$ cat src/core/dma_pkg.sv
// constants, field layouts and state names shared by both ends of the link
// assumes a single 25 MHz clock domain and a 32-bit system bus
package dma_pkg;
  // ==========================================================
  // sizes
  localparam int          NCH           = 32;          // channels
  localparam int          CHW           = 5;           // channel index width
  localparam int          AW            = 8;           // register port address width
  // ==========================================================
  // register offsets on the software port
  localparam logic [7:0]  REG_PRIO_SET  = 8'h00;       // channel_priority_set_reg
  localparam logic [7:0]  REG_PRIO_CLR  = 8'h04;       // channel_priority_clear_reg
  localparam logic [7:0]  REG_BURST_SET = 8'h08;       // burst_only_set_reg
  localparam logic [7:0]  REG_BURST_CLR = 8'h0C;       // burst-only clear
  localparam logic [7:0]  REG_ENA_SET   = 8'h10;       // channel_enable_set_reg
  localparam logic [7:0]  REG_ENA_CLR   = 8'h14;       // channel_enable_clear_reg
  localparam logic [7:0]  REG_BASE      = 8'h18;       // control table base
  localparam logic [7:0]  REG_ALT       = 8'h1C;       // alternate structure select
  localparam logic [7:0]  REG_STATUS    = 8'h20;       // engine status
  localparam logic [31:0] RST_WORD      = 32'h0000_0000; // reset value of all 32-bit registers
  // ==========================================================
  // control table layout
  localparam int          TABLE_ALIGN   = 10;          // base on 1024-byte boundary
  localparam logic [3:0]  SRC_END_OFF   = 4'h0;        // source end pointer
  localparam logic [3:0]  DST_END_OFF   = 4'h4;        // destination end pointer
  localparam logic [3:0]  CTL_OFF       = 4'h8;        // control word, 0xC is unused
  // ==========================================================
  // control word fields
  localparam int          CTL_MODE_LSB  = 0;           // transfer mode, 3 bits
  localparam int          CTL_BURST_BIT = 3;           // burst-only flag
  localparam int          CTL_CNT_LSB   = 4;           // items minus one, 10 bits
  localparam int          CTL_ARB_LSB   = 14;          // log2 arbitration size, 4 bits
  localparam int          CTL_SSIZE_LSB = 24;          // source data size
  localparam int          CTL_SINC_LSB  = 26;          // source increment
  localparam int          CTL_DSIZE_LSB = 28;          // destination data size
  localparam int          CTL_DINC_LSB  = 30;          // destination increment
  localparam logic [2:0]  MODE_STOP     = 3'h0;        // stopped
  localparam logic [1:0]  INC_NONE      = 2'h3;        // no address increment
  localparam logic [1:0]  SIZE_WORD     = 2'h2;        // 32-bit access
  localparam logic [3:0]  ARB_LOG_MAX   = 4'hA;        // 1024 items
  // ==========================================================
  // engine states
  typedef enum logic [2:0] {ST_IDLE, ST_FSRC, ST_FDST, ST_FCTL, ST_DECIDE, ST_RD, ST_WR, ST_WB} eng_state_type;
endpackage

$ cat src/core/dma_link_if.sv
// link between the dma engine and the system side (peripheral requests, shared bus)
// assumes both ends run on the same clock; no clocking block
`timescale 1ns/1ps
interface dma_link_if;
  // ==========================================================
  // peripheral requests and completion
  logic [31:0] single_req;  // per-channel single request, level
  logic [31:0] burst_req;   // per-channel burst request, level
  logic [31:0] done;        // per-channel transfer complete, one-cycle pulse
  // ==========================================================
  // engine bus access
  logic        mem_req;     // access wanted, held until mem_ack
  logic        mem_we;      // write when high
  logic [31:0] mem_addr;    // byte address
  logic [31:0] mem_wdata;   // write data
  logic [1:0]  mem_size;    // 0 byte, 1 half, 2 word
  logic [31:0] mem_rdata;   // read data, valid with mem_ack
  logic        mem_ack;     // access done, one-cycle pulse

  modport engine (input single_req, burst_req, mem_rdata, mem_ack,
                  output done, mem_req, mem_we, mem_addr, mem_wdata, mem_size);
  modport system (output single_req, burst_req, mem_rdata, mem_ack,
                  input done, mem_req, mem_we, mem_addr, mem_wdata, mem_size);
endinterface

$ cat src/core/dma_engine_end.sv
// dma engine end: channel arbitration, control table fetch, item moves,
// control word write-back and channel enable handling
// assumes the system end answers every bus access with one mem_ack pulse
// Behaviour
// - equal level: lower channel number wins
// - high-priority bit beats all default channels
// - high channels ordered by number too
// - priority bit via set and clear registers
// - grant highest-priority requesting channel
// - rearbitrate after arbitration-size items moved
// - started burst finishes before new arbitration
// - processor wins bus; engine stalls, resumes
// - single and burst requests on every channel
// - both requests asserted: treat as burst
// - single request moves exactly one item
// - burst moves min(arbitration size, remaining)
// - burst-only bit ignores single requests
// - table base aligned on 1024 bytes
// - primary at n*0x10, alternate from 0x200
// - structure: source, destination, control, unused
// - end pointers inclusive; fixed side fixed
// - decode sizes, increments, counts, flag, mode
// - write back count and mode; stop at end
// - end pointers never written by engine
// - enable set/clear; auto-disable on completion
// - software rewrites control word each transfer
// - stop mode: no transfer, disable channel
`timescale 1ns/1ps
module dma_engine_end (
  // clock and reset
  input  wire logic                 CLOCK,
  input  wire logic                 RST,
  // link to the system end
  dma_link_if.engine                link,
  // software register port
  input  wire logic [dma_pkg::AW-1:0] REG_ADDR,
  input  wire logic [31:0]          REG_WDATA,
  input  wire logic                 REG_WE,
  input  wire logic                 REG_RE,
  output logic      [31:0]          REG_RDATA
);
  import dma_pkg::*;

  // ==========================================================
  // helpers
  // lowest-numbered channel of the high pool, else of all requests
  function automatic logic [CHW-1:0] pick(input logic [NCH-1:0] elig, input logic [NCH-1:0] prio);
    logic [NCH-1:0] pool;
    pick = '0;
    pool = (|(elig & prio)) ? (elig & prio) : elig;
    for (int i = NCH - 1; i >= 0; i--) begin
      if (pool[i]) begin
        pick = i[CHW-1:0];
      end
    end
  endfunction

  // structure word address inside the table
  function automatic logic [31:0] struct_addr(input logic [31:0] base, input logic alt,
                                              input logic [CHW-1:0] ch, input logic [3:0] off);
    struct_addr = {base[31:TABLE_ALIGN], alt, ch, off};
  endfunction

  // address of the next item counted back from the inclusive end pointer
  function automatic logic [31:0] item_addr(input logic [31:0] end_p, input logic [1:0] inc,
                                            input logic [10:0] left);
    logic [31:0] span;
    span = {21'h0_0000, left - 11'h001} << inc;
    item_addr = (inc == INC_NONE) ? end_p : end_p - span;
  endfunction

  // ==========================================================
  // state
  eng_state_type   state_r;      // engine sequence
  logic [NCH-1:0]  prio_r;       // high-priority bits
  logic [NCH-1:0]  bonly_r;      // burst-only bits
  logic [NCH-1:0]  ena_r;        // channel enables
  logic [NCH-1:0]  alt_r;        // use alternate structure
  logic [31:0]     base_r;       // table base, low bits held zero
  logic [CHW-1:0]  chan_r;       // channel in service
  logic [31:0]     src_end_r;    // source end pointer
  logic [31:0]     dst_end_r;    // destination end pointer
  logic [31:0]     ctl_r;        // control word as fetched
  logic [10:0]     left_r;       // items remaining in the transfer
  logic [10:0]     run_r;        // items remaining in this burst
  logic [NCH-1:0]  done_r;       // completion pulses
  logic            req_r;        // bus access wanted
  logic            we_r;         // bus write
  logic [31:0]     addr_r;       // bus address
  logic [31:0]     wdata_r;      // bus write data
  logic [1:0]      size_r;       // bus access size

  // ==========================================================
  // request qualification and grant
  wire [NCH-1:0]   elig;         // channels that may be granted
  wire [CHW-1:0]   winner;       // granted channel
  wire [CHW-1:0]   ch_in;        // channel in service, taken from chan_r
  assign elig   = ena_r & (link.burst_req | (link.single_req & ~bonly_r));
  assign winner = pick(elig, prio_r);
  assign ch_in  = chan_r;

  // ==========================================================
  // control word decode
  wire [2:0]       f_mode;       // transfer mode
  wire             f_bonly;      // burst-only flag
  wire [10:0]      f_left;       // items in the transfer, 1..1024
  wire [3:0]       f_arb;        // log2 arbitration size
  wire [10:0]      arb_size;     // arbitration size, 1..1024
  wire [10:0]      run_len;      // items granted this time
  wire [1:0]       s_size;       // source data size
  wire [1:0]       s_inc;        // source increment
  wire [1:0]       d_size;       // destination data size
  wire [1:0]       d_inc;        // destination increment
  wire             is_burst;     // burst wins when both present
  assign f_mode   = ctl_r[CTL_MODE_LSB +: 3];
  assign f_bonly  = ctl_r[CTL_BURST_BIT];
  assign f_left   = {1'b0, ctl_r[CTL_CNT_LSB +: 10]} + 11'h001;
  assign f_arb    = ctl_r[CTL_ARB_LSB +: 4];
  assign s_size   = ctl_r[CTL_SSIZE_LSB +: 2];
  assign s_inc    = ctl_r[CTL_SINC_LSB +: 2];
  assign d_size   = ctl_r[CTL_DSIZE_LSB +: 2];
  assign d_inc    = ctl_r[CTL_DINC_LSB +: 2];
  assign arb_size = (f_arb > ARB_LOG_MAX) ? (11'h001 << ARB_LOG_MAX) : (11'h001 << f_arb);
  assign is_burst = link.burst_req[chan_r];
  assign run_len  = !is_burst ? 11'h001 : ((arb_size < f_left) ? arb_size : f_left);

  // ==========================================================
  // move bookkeeping
  wire             ack;          // bus answer
  wire [10:0]      left_dec;     // remaining after this item
  wire             last_run;     // burst ends with this item
  wire [31:0]      ctl_back;     // control word to write back
  wire             stop_hit;     // stop mode seen after fetch
  wire             fin_hit;      // transfer completed
  wire [NCH-1:0]   chan_hot;     // one-hot of the channel in service
  wire [NCH-1:0]   ena_hw_clr;   // enable bits the engine drops
  assign ack      = link.mem_ack;
  assign left_dec = left_r - 11'h001;
  assign last_run = (run_r == 11'h001);
  assign ctl_back = (left_dec == 11'h000) ?
                    {ctl_r[31:CTL_CNT_LSB+10], 10'h000, ctl_r[CTL_CNT_LSB-1:3], MODE_STOP} :
                    {ctl_r[31:CTL_CNT_LSB+10], left_dec[9:0] - 10'h001, ctl_r[CTL_CNT_LSB-1:0]};
  assign stop_hit = (state_r == ST_DECIDE) && (f_mode == MODE_STOP);
  assign fin_hit  = (state_r == ST_WB) && ack && (left_r == 11'h000);
  assign chan_hot = {{(NCH-1){1'b0}}, 1'b1} << ch_in;
  assign ena_hw_clr = (stop_hit || fin_hit) ? chan_hot : '0;

  // ==========================================================
  // software register decode
  wire [NCH-1:0]   w_prio_set;   // masks written this cycle
  wire [NCH-1:0]   w_prio_clr;
  wire [NCH-1:0]   w_bo_set;
  wire [NCH-1:0]   w_bo_clr;
  wire [NCH-1:0]   w_ena_set;
  wire [NCH-1:0]   w_ena_clr;
  wire [31:0]      rd_mux;       // read selection
  assign w_prio_set = (REG_WE && REG_ADDR == REG_PRIO_SET)  ? REG_WDATA : '0;
  assign w_prio_clr = (REG_WE && REG_ADDR == REG_PRIO_CLR)  ? REG_WDATA : '0;
  assign w_bo_set   = (REG_WE && REG_ADDR == REG_BURST_SET) ? REG_WDATA : '0;
  assign w_bo_clr   = (REG_WE && REG_ADDR == REG_BURST_CLR) ? REG_WDATA : '0;
  assign w_ena_set  = (REG_WE && REG_ADDR == REG_ENA_SET)   ? REG_WDATA : '0;
  assign w_ena_clr  = (REG_WE && REG_ADDR == REG_ENA_CLR)   ? REG_WDATA : '0;
  assign rd_mux = (REG_ADDR == REG_PRIO_SET || REG_ADDR == REG_PRIO_CLR) ? prio_r :
                  (REG_ADDR == REG_BURST_SET || REG_ADDR == REG_BURST_CLR) ? bonly_r :
                  (REG_ADDR == REG_ENA_SET || REG_ADDR == REG_ENA_CLR) ? ena_r :
                  (REG_ADDR == REG_BASE) ? base_r :
                  (REG_ADDR == REG_ALT) ? alt_r :
                  (REG_ADDR == REG_STATUS) ? {26'h000_0000, state_r != ST_IDLE, chan_r} :
                  RST_WORD;

  // ==========================================================
  // link outputs straight from flops
  assign link.done      = done_r;
  assign link.mem_req   = req_r;
  assign link.mem_we    = we_r;
  assign link.mem_addr  = addr_r;
  assign link.mem_wdata = wdata_r;
  assign link.mem_size  = size_r;

  // ==========================================================
  // software registers; a software set wins over an engine clear
  always_ff @(posedge CLOCK or posedge RST) begin
    if (RST) begin
      prio_r    <= RST_WORD;
      bonly_r   <= RST_WORD;
      ena_r     <= RST_WORD;
      alt_r     <= RST_WORD;
      base_r    <= RST_WORD;
      REG_RDATA <= RST_WORD;
    end else begin
      prio_r  <= (prio_r & ~w_prio_clr) | w_prio_set;
      bonly_r <= (bonly_r & ~w_bo_clr) | w_bo_set;
      ena_r   <= (ena_r & ~w_ena_clr & ~ena_hw_clr) | w_ena_set;
      if (REG_WE && REG_ADDR == REG_ALT) begin
        alt_r <= REG_WDATA;
      end
      if (REG_WE && REG_ADDR == REG_BASE) begin
        // low address bits forced to zero keep the table aligned
        base_r <= {REG_WDATA[31:TABLE_ALIGN], {TABLE_ALIGN{1'b0}}};
      end
      // read data stands in the cycle after the strobe only
      REG_RDATA <= REG_RE ? rd_mux : RST_WORD;
    end
  end

  // ==========================================================
  // engine sequence: fetch structure, move items, write control word
  always_ff @(posedge CLOCK or posedge RST) begin
    if (RST) begin
      state_r   <= ST_IDLE;
      chan_r    <= '0;
      src_end_r <= RST_WORD;
      dst_end_r <= RST_WORD;
      ctl_r     <= RST_WORD;
      left_r    <= '0;
      run_r     <= '0;
      done_r    <= RST_WORD;
      req_r     <= 1'b0;
      we_r      <= 1'b0;
      addr_r    <= RST_WORD;
      wdata_r   <= RST_WORD;
      size_r    <= SIZE_WORD;
    end else begin
      done_r <= '0;
      case (state_r)
        ST_IDLE: begin
          if (|elig) begin
            // arbitrate only here, never inside a burst
            chan_r  <= winner;
            req_r   <= 1'b1;
            we_r    <= 1'b0;
            size_r  <= SIZE_WORD;
            addr_r  <= struct_addr(base_r, alt_r[winner], winner, SRC_END_OFF);
            state_r <= ST_FSRC;
          end
        end
        ST_FSRC: begin
          if (ack) begin
            src_end_r <= link.mem_rdata;
            addr_r    <= struct_addr(base_r, alt_r[chan_r], chan_r, DST_END_OFF);
            state_r   <= ST_FDST;
          end
        end
        ST_FDST: begin
          if (ack) begin
            dst_end_r <= link.mem_rdata;
            addr_r    <= struct_addr(base_r, alt_r[chan_r], chan_r, CTL_OFF);
            state_r   <= ST_FCTL;
          end
        end
        ST_FCTL: begin
          if (ack) begin
            ctl_r   <= link.mem_rdata;
            req_r   <= 1'b0;
            state_r <= ST_DECIDE;
          end
        end
        ST_DECIDE: begin
          if (f_mode == MODE_STOP) begin
            // nothing to move; the enable drops through ena_hw_clr
            state_r <= ST_IDLE;
          end else if ((f_bonly || bonly_r[chan_r]) && !is_burst) begin
            // single request on a burst-only channel is ignored
            state_r <= ST_IDLE;
          end else begin
            left_r  <= f_left;
            run_r   <= run_len;
            req_r   <= 1'b1;
            size_r  <= s_size;
            addr_r  <= item_addr(src_end_r, s_inc, f_left);
            state_r <= ST_RD;
          end
        end
        ST_RD: begin
          if (ack) begin
            we_r    <= 1'b1;
            wdata_r <= link.mem_rdata;
            size_r  <= d_size;
            addr_r  <= item_addr(dst_end_r, d_inc, left_r);
            state_r <= ST_WR;
          end
        end
        ST_WR: begin
          if (ack) begin
            left_r <= left_dec;
            run_r  <= run_r - 11'h001;
            if (last_run || left_dec == 11'h000) begin
              // only the control word goes back, never the end pointers
              wdata_r <= ctl_back;
              size_r  <= SIZE_WORD;
              addr_r  <= struct_addr(base_r, alt_r[chan_r], chan_r, CTL_OFF);
              state_r <= ST_WB;
            end else begin
              // burst goes on without looking at other requests
              we_r    <= 1'b0;
              size_r  <= s_size;
              addr_r  <= item_addr(src_end_r, s_inc, left_dec);
              state_r <= ST_RD;
            end
          end
        end
        ST_WB: begin
          if (ack) begin
            req_r   <= 1'b0;
            we_r    <= 1'b0;
            done_r  <= (left_r == 11'h000) ? chan_hot : '0;
            state_r <= ST_IDLE;
          end
        end
        default: begin
          state_r <= ST_IDLE;
        end
      endcase
    end
  end
endmodule

$ cat src/flat_wrapper.sv
// flat-port wrapper written by rule: the top's interface ports become plain ports
module dma_engine_end_flat import dma_pkg::*;
  (CLOCK, RST, REG_ADDR, REG_WDATA, REG_WE, REG_RE, REG_RDATA, link_single_req, link_burst_req, link_mem_rdata, link_mem_ack, link_done, link_mem_req, link_mem_we, link_mem_addr, link_mem_wdata, link_mem_size);
  dma_link_if link_i ();
  input  wire logic CLOCK;
  input  wire logic RST;
  input  wire logic [dma_pkg::AW-1:0] REG_ADDR;
  input  wire logic [31:0] REG_WDATA;
  input  wire logic REG_WE;
  input  wire logic REG_RE;
  output logic      [31:0] REG_RDATA;
  input wire logic [$bits(link_i.single_req)-1:0] link_single_req;
  input wire logic [$bits(link_i.burst_req)-1:0] link_burst_req;
  input wire logic [$bits(link_i.mem_rdata)-1:0] link_mem_rdata;
  input wire logic [$bits(link_i.mem_ack)-1:0] link_mem_ack;
  output wire logic [$bits(link_i.done)-1:0] link_done;
  output wire logic [$bits(link_i.mem_req)-1:0] link_mem_req;
  output wire logic [$bits(link_i.mem_we)-1:0] link_mem_we;
  output wire logic [$bits(link_i.mem_addr)-1:0] link_mem_addr;
  output wire logic [$bits(link_i.mem_wdata)-1:0] link_mem_wdata;
  output wire logic [$bits(link_i.mem_size)-1:0] link_mem_size;
  assign link_i.single_req = link_single_req;
  assign link_i.burst_req = link_burst_req;
  assign link_i.mem_rdata = link_mem_rdata;
  assign link_i.mem_ack = link_mem_ack;
  assign link_done = link_i.done;
  assign link_mem_req = link_i.mem_req;
  assign link_mem_we = link_i.mem_we;
  assign link_mem_addr = link_i.mem_addr;
  assign link_mem_wdata = link_i.mem_wdata;
  assign link_mem_size = link_i.mem_size;
  dma_engine_end u_core (.CLOCK(CLOCK), .RST(RST), .link(link_i), .REG_ADDR(REG_ADDR), .REG_WDATA(REG_WDATA), .REG_WE(REG_WE), .REG_RE(REG_RE), .REG_RDATA(REG_RDATA));
endmodule
$ cat config.mk
export PLATFORM = sky130hd
export DESIGN_NAME = dma_engine_end_flat
export DESIGN_NICKNAME = d
export VERILOG_FILES = /design/src/core/dma_pkg.sv /design/src/core/dma_link_if.sv /design/src/core/dma_engine_end.sv /design/src/flat_wrapper.sv
export SDC_FILE = /design/constraint.sdc
export NUM_CORES = 1
export LEC_CHECK = 0
export ABC_AREA = 1
export BUFFER_PORTS_ARGS = -buffer_cell sky130_fd_sc_hd__clkbuf_2
export CAP_MARGIN = 20
export CORE_MARGIN = 5
export CORE_UTILIZATION = 60
export CTS_CLUSTER_SIZE = 20
export DETAILED_ROUTE_END_ITERATION = 12
export PLACE_DENSITY = 0.81
export SYNTH_ARGS = -nofsm -noshare
export SYNTH_HDL_FRONTEND = slang
export SYNTH_SLANG_ARGS = --single-unit
$ cat constraint.sdc
create_clock -name CLOCK -period 28.2 [get_ports CLOCK]
set_input_delay 1.41 -clock CLOCK [delete_from_list [all_inputs] [get_ports CLOCK]]
set_output_delay 1.41 -clock CLOCK [all_outputs]
set_load 0.01 [all_outputs]
==> flow_metrics.py <==
metrics = {
    "run_status": {
        "status": "completed",
    },
    "logic_synthesis": {
        "synth_top_area_cell": "dfrtp_1",
        "yosysSeqAreaShare": 0.404,
        "synth_fp_nets": 3697,
        "async_flop_share": 1.00,
        "synth.most_common_cell": "nand2_1",
        "ys_seq_elements": 408,
        "netlist.area_leader.share": 0.403,
        "ys_top_cells_by_area": "dfrtp_1 (40%), o21ai_0 (11%), nand2_1 (11%)",
        "syn-instance-count": 3491,
        "synth_area_per_cell_um2": 7.25,
        "synthFlopType": "dfrtp_1",
        "netlist_area_mm2": 0.0253,
        "synth-edff-count": 0,
        "ys_types": 56,
        "yosys_warnings": 0,
        "yosys-top-cells-count": "nand2_1 (733), o21ai_0 (564), inv_1 (410)",
    },
    "sta": {
        "fin_skew_ns": 0.0348,
        "finalSetupTns_ns": 0,
        "max_freq_mhz": 168,
        "slew_headroom": 0.300,
        "slew_viol_final": 0,
        "worst_slew_pin_slew_ns": 1.05,
        "period_needed_ns": 5.94,
        "final.period_utilization": 0.211,
        "rsz0062_at_grt": "false",
        "finalSetupViolCount": 0,
        "hold_violations": 0,
    },
    "clocking": {
        "cts_resized": 0,
        "cts_tree": "done",
        "cts-root-buf": "clkbuf_16",
        "cts_max_path_buffers": 3,
        "postCtsHoldBufs": 0,
        "clk_latency_ns": 0.61,
        "cts_buffers": 44,
        "postCtsSetupBuffers": 0,
        "htree_levels": 2,
        "clock-sinks": 408,
        "path_clk_slew_ns": 0.06,
    },
    "final_layout": {
        "final_nets": 3892,
        "post_layout_nonfiller_instances": 4259,
        "area_growth_pct": 13.2,
        "stdcell_area_mm2": 0.0286,
        "drive_above_1_share": 0.123,
    },
    "global_routing": {
        "grt_pass1_vias": 24700,
        "grt_pass1_wl_um": 142000,
        "track_usage": 0.388,
        "overflow": 0,
        "grt_max_degree": 84,
        "antenna_found_initial": 2,
    },
    "placement": {
        "place_area_mm2": 0.0270,
        "place_congestion": 1.03,
        "placement.io_buffers": 272,
        "dp_hpwl_um": 68600,
        "placedCellCount": 4175,
    },
    "worst_hold_path": {
        "min_to": "u_core.link.mem_wdata[7]",
        "worstHoldStart": "u_core.link.mem_wdata[7]",
        "hp-class": "reg2reg",
        "hold_depth": 2,
    },
    "setup_path": {
        "cp_data_required_time_ns": 28.65,
        "crit_fanout": 8,
        "cp_slowest_cell": "a2111oi_0",
        "path_common_cell": "nand2_1",
        "r2r_slack_ns": 22.26,
        "critical_path_class": "reg2reg",
        "r2r_cells": 33,
        "reg2reg_to": "u_core.link.mem_addr[27]",
        "worst_setup_path_end_kind": "flip-flop",
        "cp_data_arrival_time_ns": 6.38,
        "cp-start-kind": "flip-flop",
        "max_stage_delay_ns": 0.64,
        "timing.rr.start": "u_core.left_r[0]",
    },
    "power_and_ir_drop": {
        "p_leak_uw": 0.0142,
        "p_total_uw": 3130,
        "irDropWorstVdd_uv": 72.0,
        "powerDensity_mw_per_mm2": 109,
    },
    "floorplan": {
        "ios": 273,
        "rows": 75,
        "start_util": 0.604,
        "chipHeight_um": 215,
        "die_x_um": 215,
        "dieArea_mm2": 0.0464,
        "design.core.area_mm2": 0.0419,
    },
    "route": {
        "via_per_inst": 6.24,
        "dr.pass1.iters": 7,
        "wl_per_cell_um": 21.8,
        "ant_nets": 0,
        "drc": 0,
        "drt_first_iter_violations": 3915,
        "wirelength_um": 93000,
        "vias": 26600,
    },
    "run": {
        "maxCapViolCount": 0,
    },
}
[power breakdown]
group	switching, uW	internal (uW)
combinational	1090	541
clock	254	360
sequential	161	721
[through the flow]
stage	utilization	hold slack, ns	setup slack, ns
final	0.684	0.482	22.26
after CTS	0.682	0.487	22.37
after floorplan	-	0.453	15.44
after global placement	0.645	0.466	22.58
after global routing	0.684	0.502	21.75
after detailed placement	0.646	0.469	22.39
[critical path: cells and delay by family, from the launching register on]
family	cells	cell delay [ns]
DFF	1	0.51
AOI/OAI and AO/OA	9	1.67
xor gates and xnor gates	1	0.29
muxes	1	0.24
and+or+nand+nor	16	2.07
adders and majority gates	2	0.60
buffers and inverters	4	0.38
[how the worst max path moves through the flow]
stage / start / to / slack [ns] / cells past startpoint
5_1_grt: u_core.left_r[0] / u_core.link.mem_addr[27] / 21.75 / 33
6_report: u_core.left_r[0] / u_core.link.mem_addr[27] / 22.26 / 33
2_1_floorplan: RST / u_core.REG_RDATA[0] / 15.44 / 1
3_5_place_dp: u_core.left_r[0] / u_core.link.mem_addr[27] / 22.39 / 30
3_3_place_gp: u_core.left_r[0] / u_core.link.mem_addr[29] / 22.58 / 28
4_1_cts: u_core.left_r[0] / u_core.link.mem_addr[27] / 22.37 / 33
[routing by layer]
metal	vias to the layer above	wire, um	global-route usage
li1	12200	-	-
met1	12200	35700	0.526
met2	1848	40700	0.593
met3	358	11300	0.0878
met4	0	5360	0.193
met5	-	0	0
[cell usage in the layout, fill, tap and decap left out, types with 5 or more instances in the layout]
cell type | synthesis | final
dfrtp_1 | 407 | 407
xor2_1 | 37 | 37
clkbuf_16 | 0 | 45
o221ai_1 | 37 | 37
o21ai_1 | 5 | 5
a31oi_1 | 36 | 36
o311ai_0 | 18 | 18
clkbuf_8 | 0 | 8
mux2i_1 | 19 | 19
nand2_2 | 6 | 9
a221oi_1 | 19 | 19
ha_1 | 62 | 62
nand4_1 | 50 | 50
buf_4 | 1 | 38
bufinv_16 | 0 | 5
o211ai_1 | 36 | 36
o21ai_0 | 564 | 564
xnor2_1 | 12 | 12
nand3_1 | 144 | 144
clkinv_2 | 0 | 14
clkbuf_2 | 0 | 272
nor3_1 | 31 | 31
nor4_1 | 9 | 9
nand2_1 | 733 | 730
inv_2 | 23 | 23
clkinv_1 | 8 | 8
nor2_1 | 307 | 305
or2_2 | 19 | 19
o21bai_1 | 7 | 7
o22ai_1 | 62 | 62
a22oi_1 | 14 | 14
a21oi_1 | 168 | 168
o2111ai_1 | 19 | 19
inv_1 | 410 | 409
a211oi_1 | 17 | 17
[flip-flops by register name (all words and copies together) (netlist names), 32 cells and up]
register and count:
u_core.src_end_r 32, u_core.dst_end_r 32, u_core.link.mem_wdata 32, u_core.REG_RDATA 32, u_core.bonly_r 32, u_core.link.mem_addr 32, u_core.ena_r 32, u_core.prio_r 32
u_core.alt_r 32, u_core.ctl_r 32, u_core.link.done 32
[layout make-up]
cell class | count | area, um2
fillers | 3601 | 13200
repair buffers | 318 | 1790
inverters | 441 | 1660
multi-input cells | 2473 | 12800
well taps | 539 | 674
flip-flops and latches | 408 | 10200
clock inverters | 23 | 265
diodes | 1 | 2.50
clock buffers | 56 | 1250
[cells by family after synthesis]
| group | count (synthesis) | synth area share |
|---|---|---|
| AOI/OAI and AO/OA | 1026 | 0.232 |
| xor gates and xnor gates | 49 | 0.0170 |
| adders and majority gates | 65 | 0.0330 |
| buffers and inverters | 610 | 0.0917 |
| DFF | 408 | 0.404 |
| muxes | 19 | 0.00752 |
| and+or+nand+nor | 1314 | 0.215 |
No activity file was read; power rests on OpenSTA's default activity.
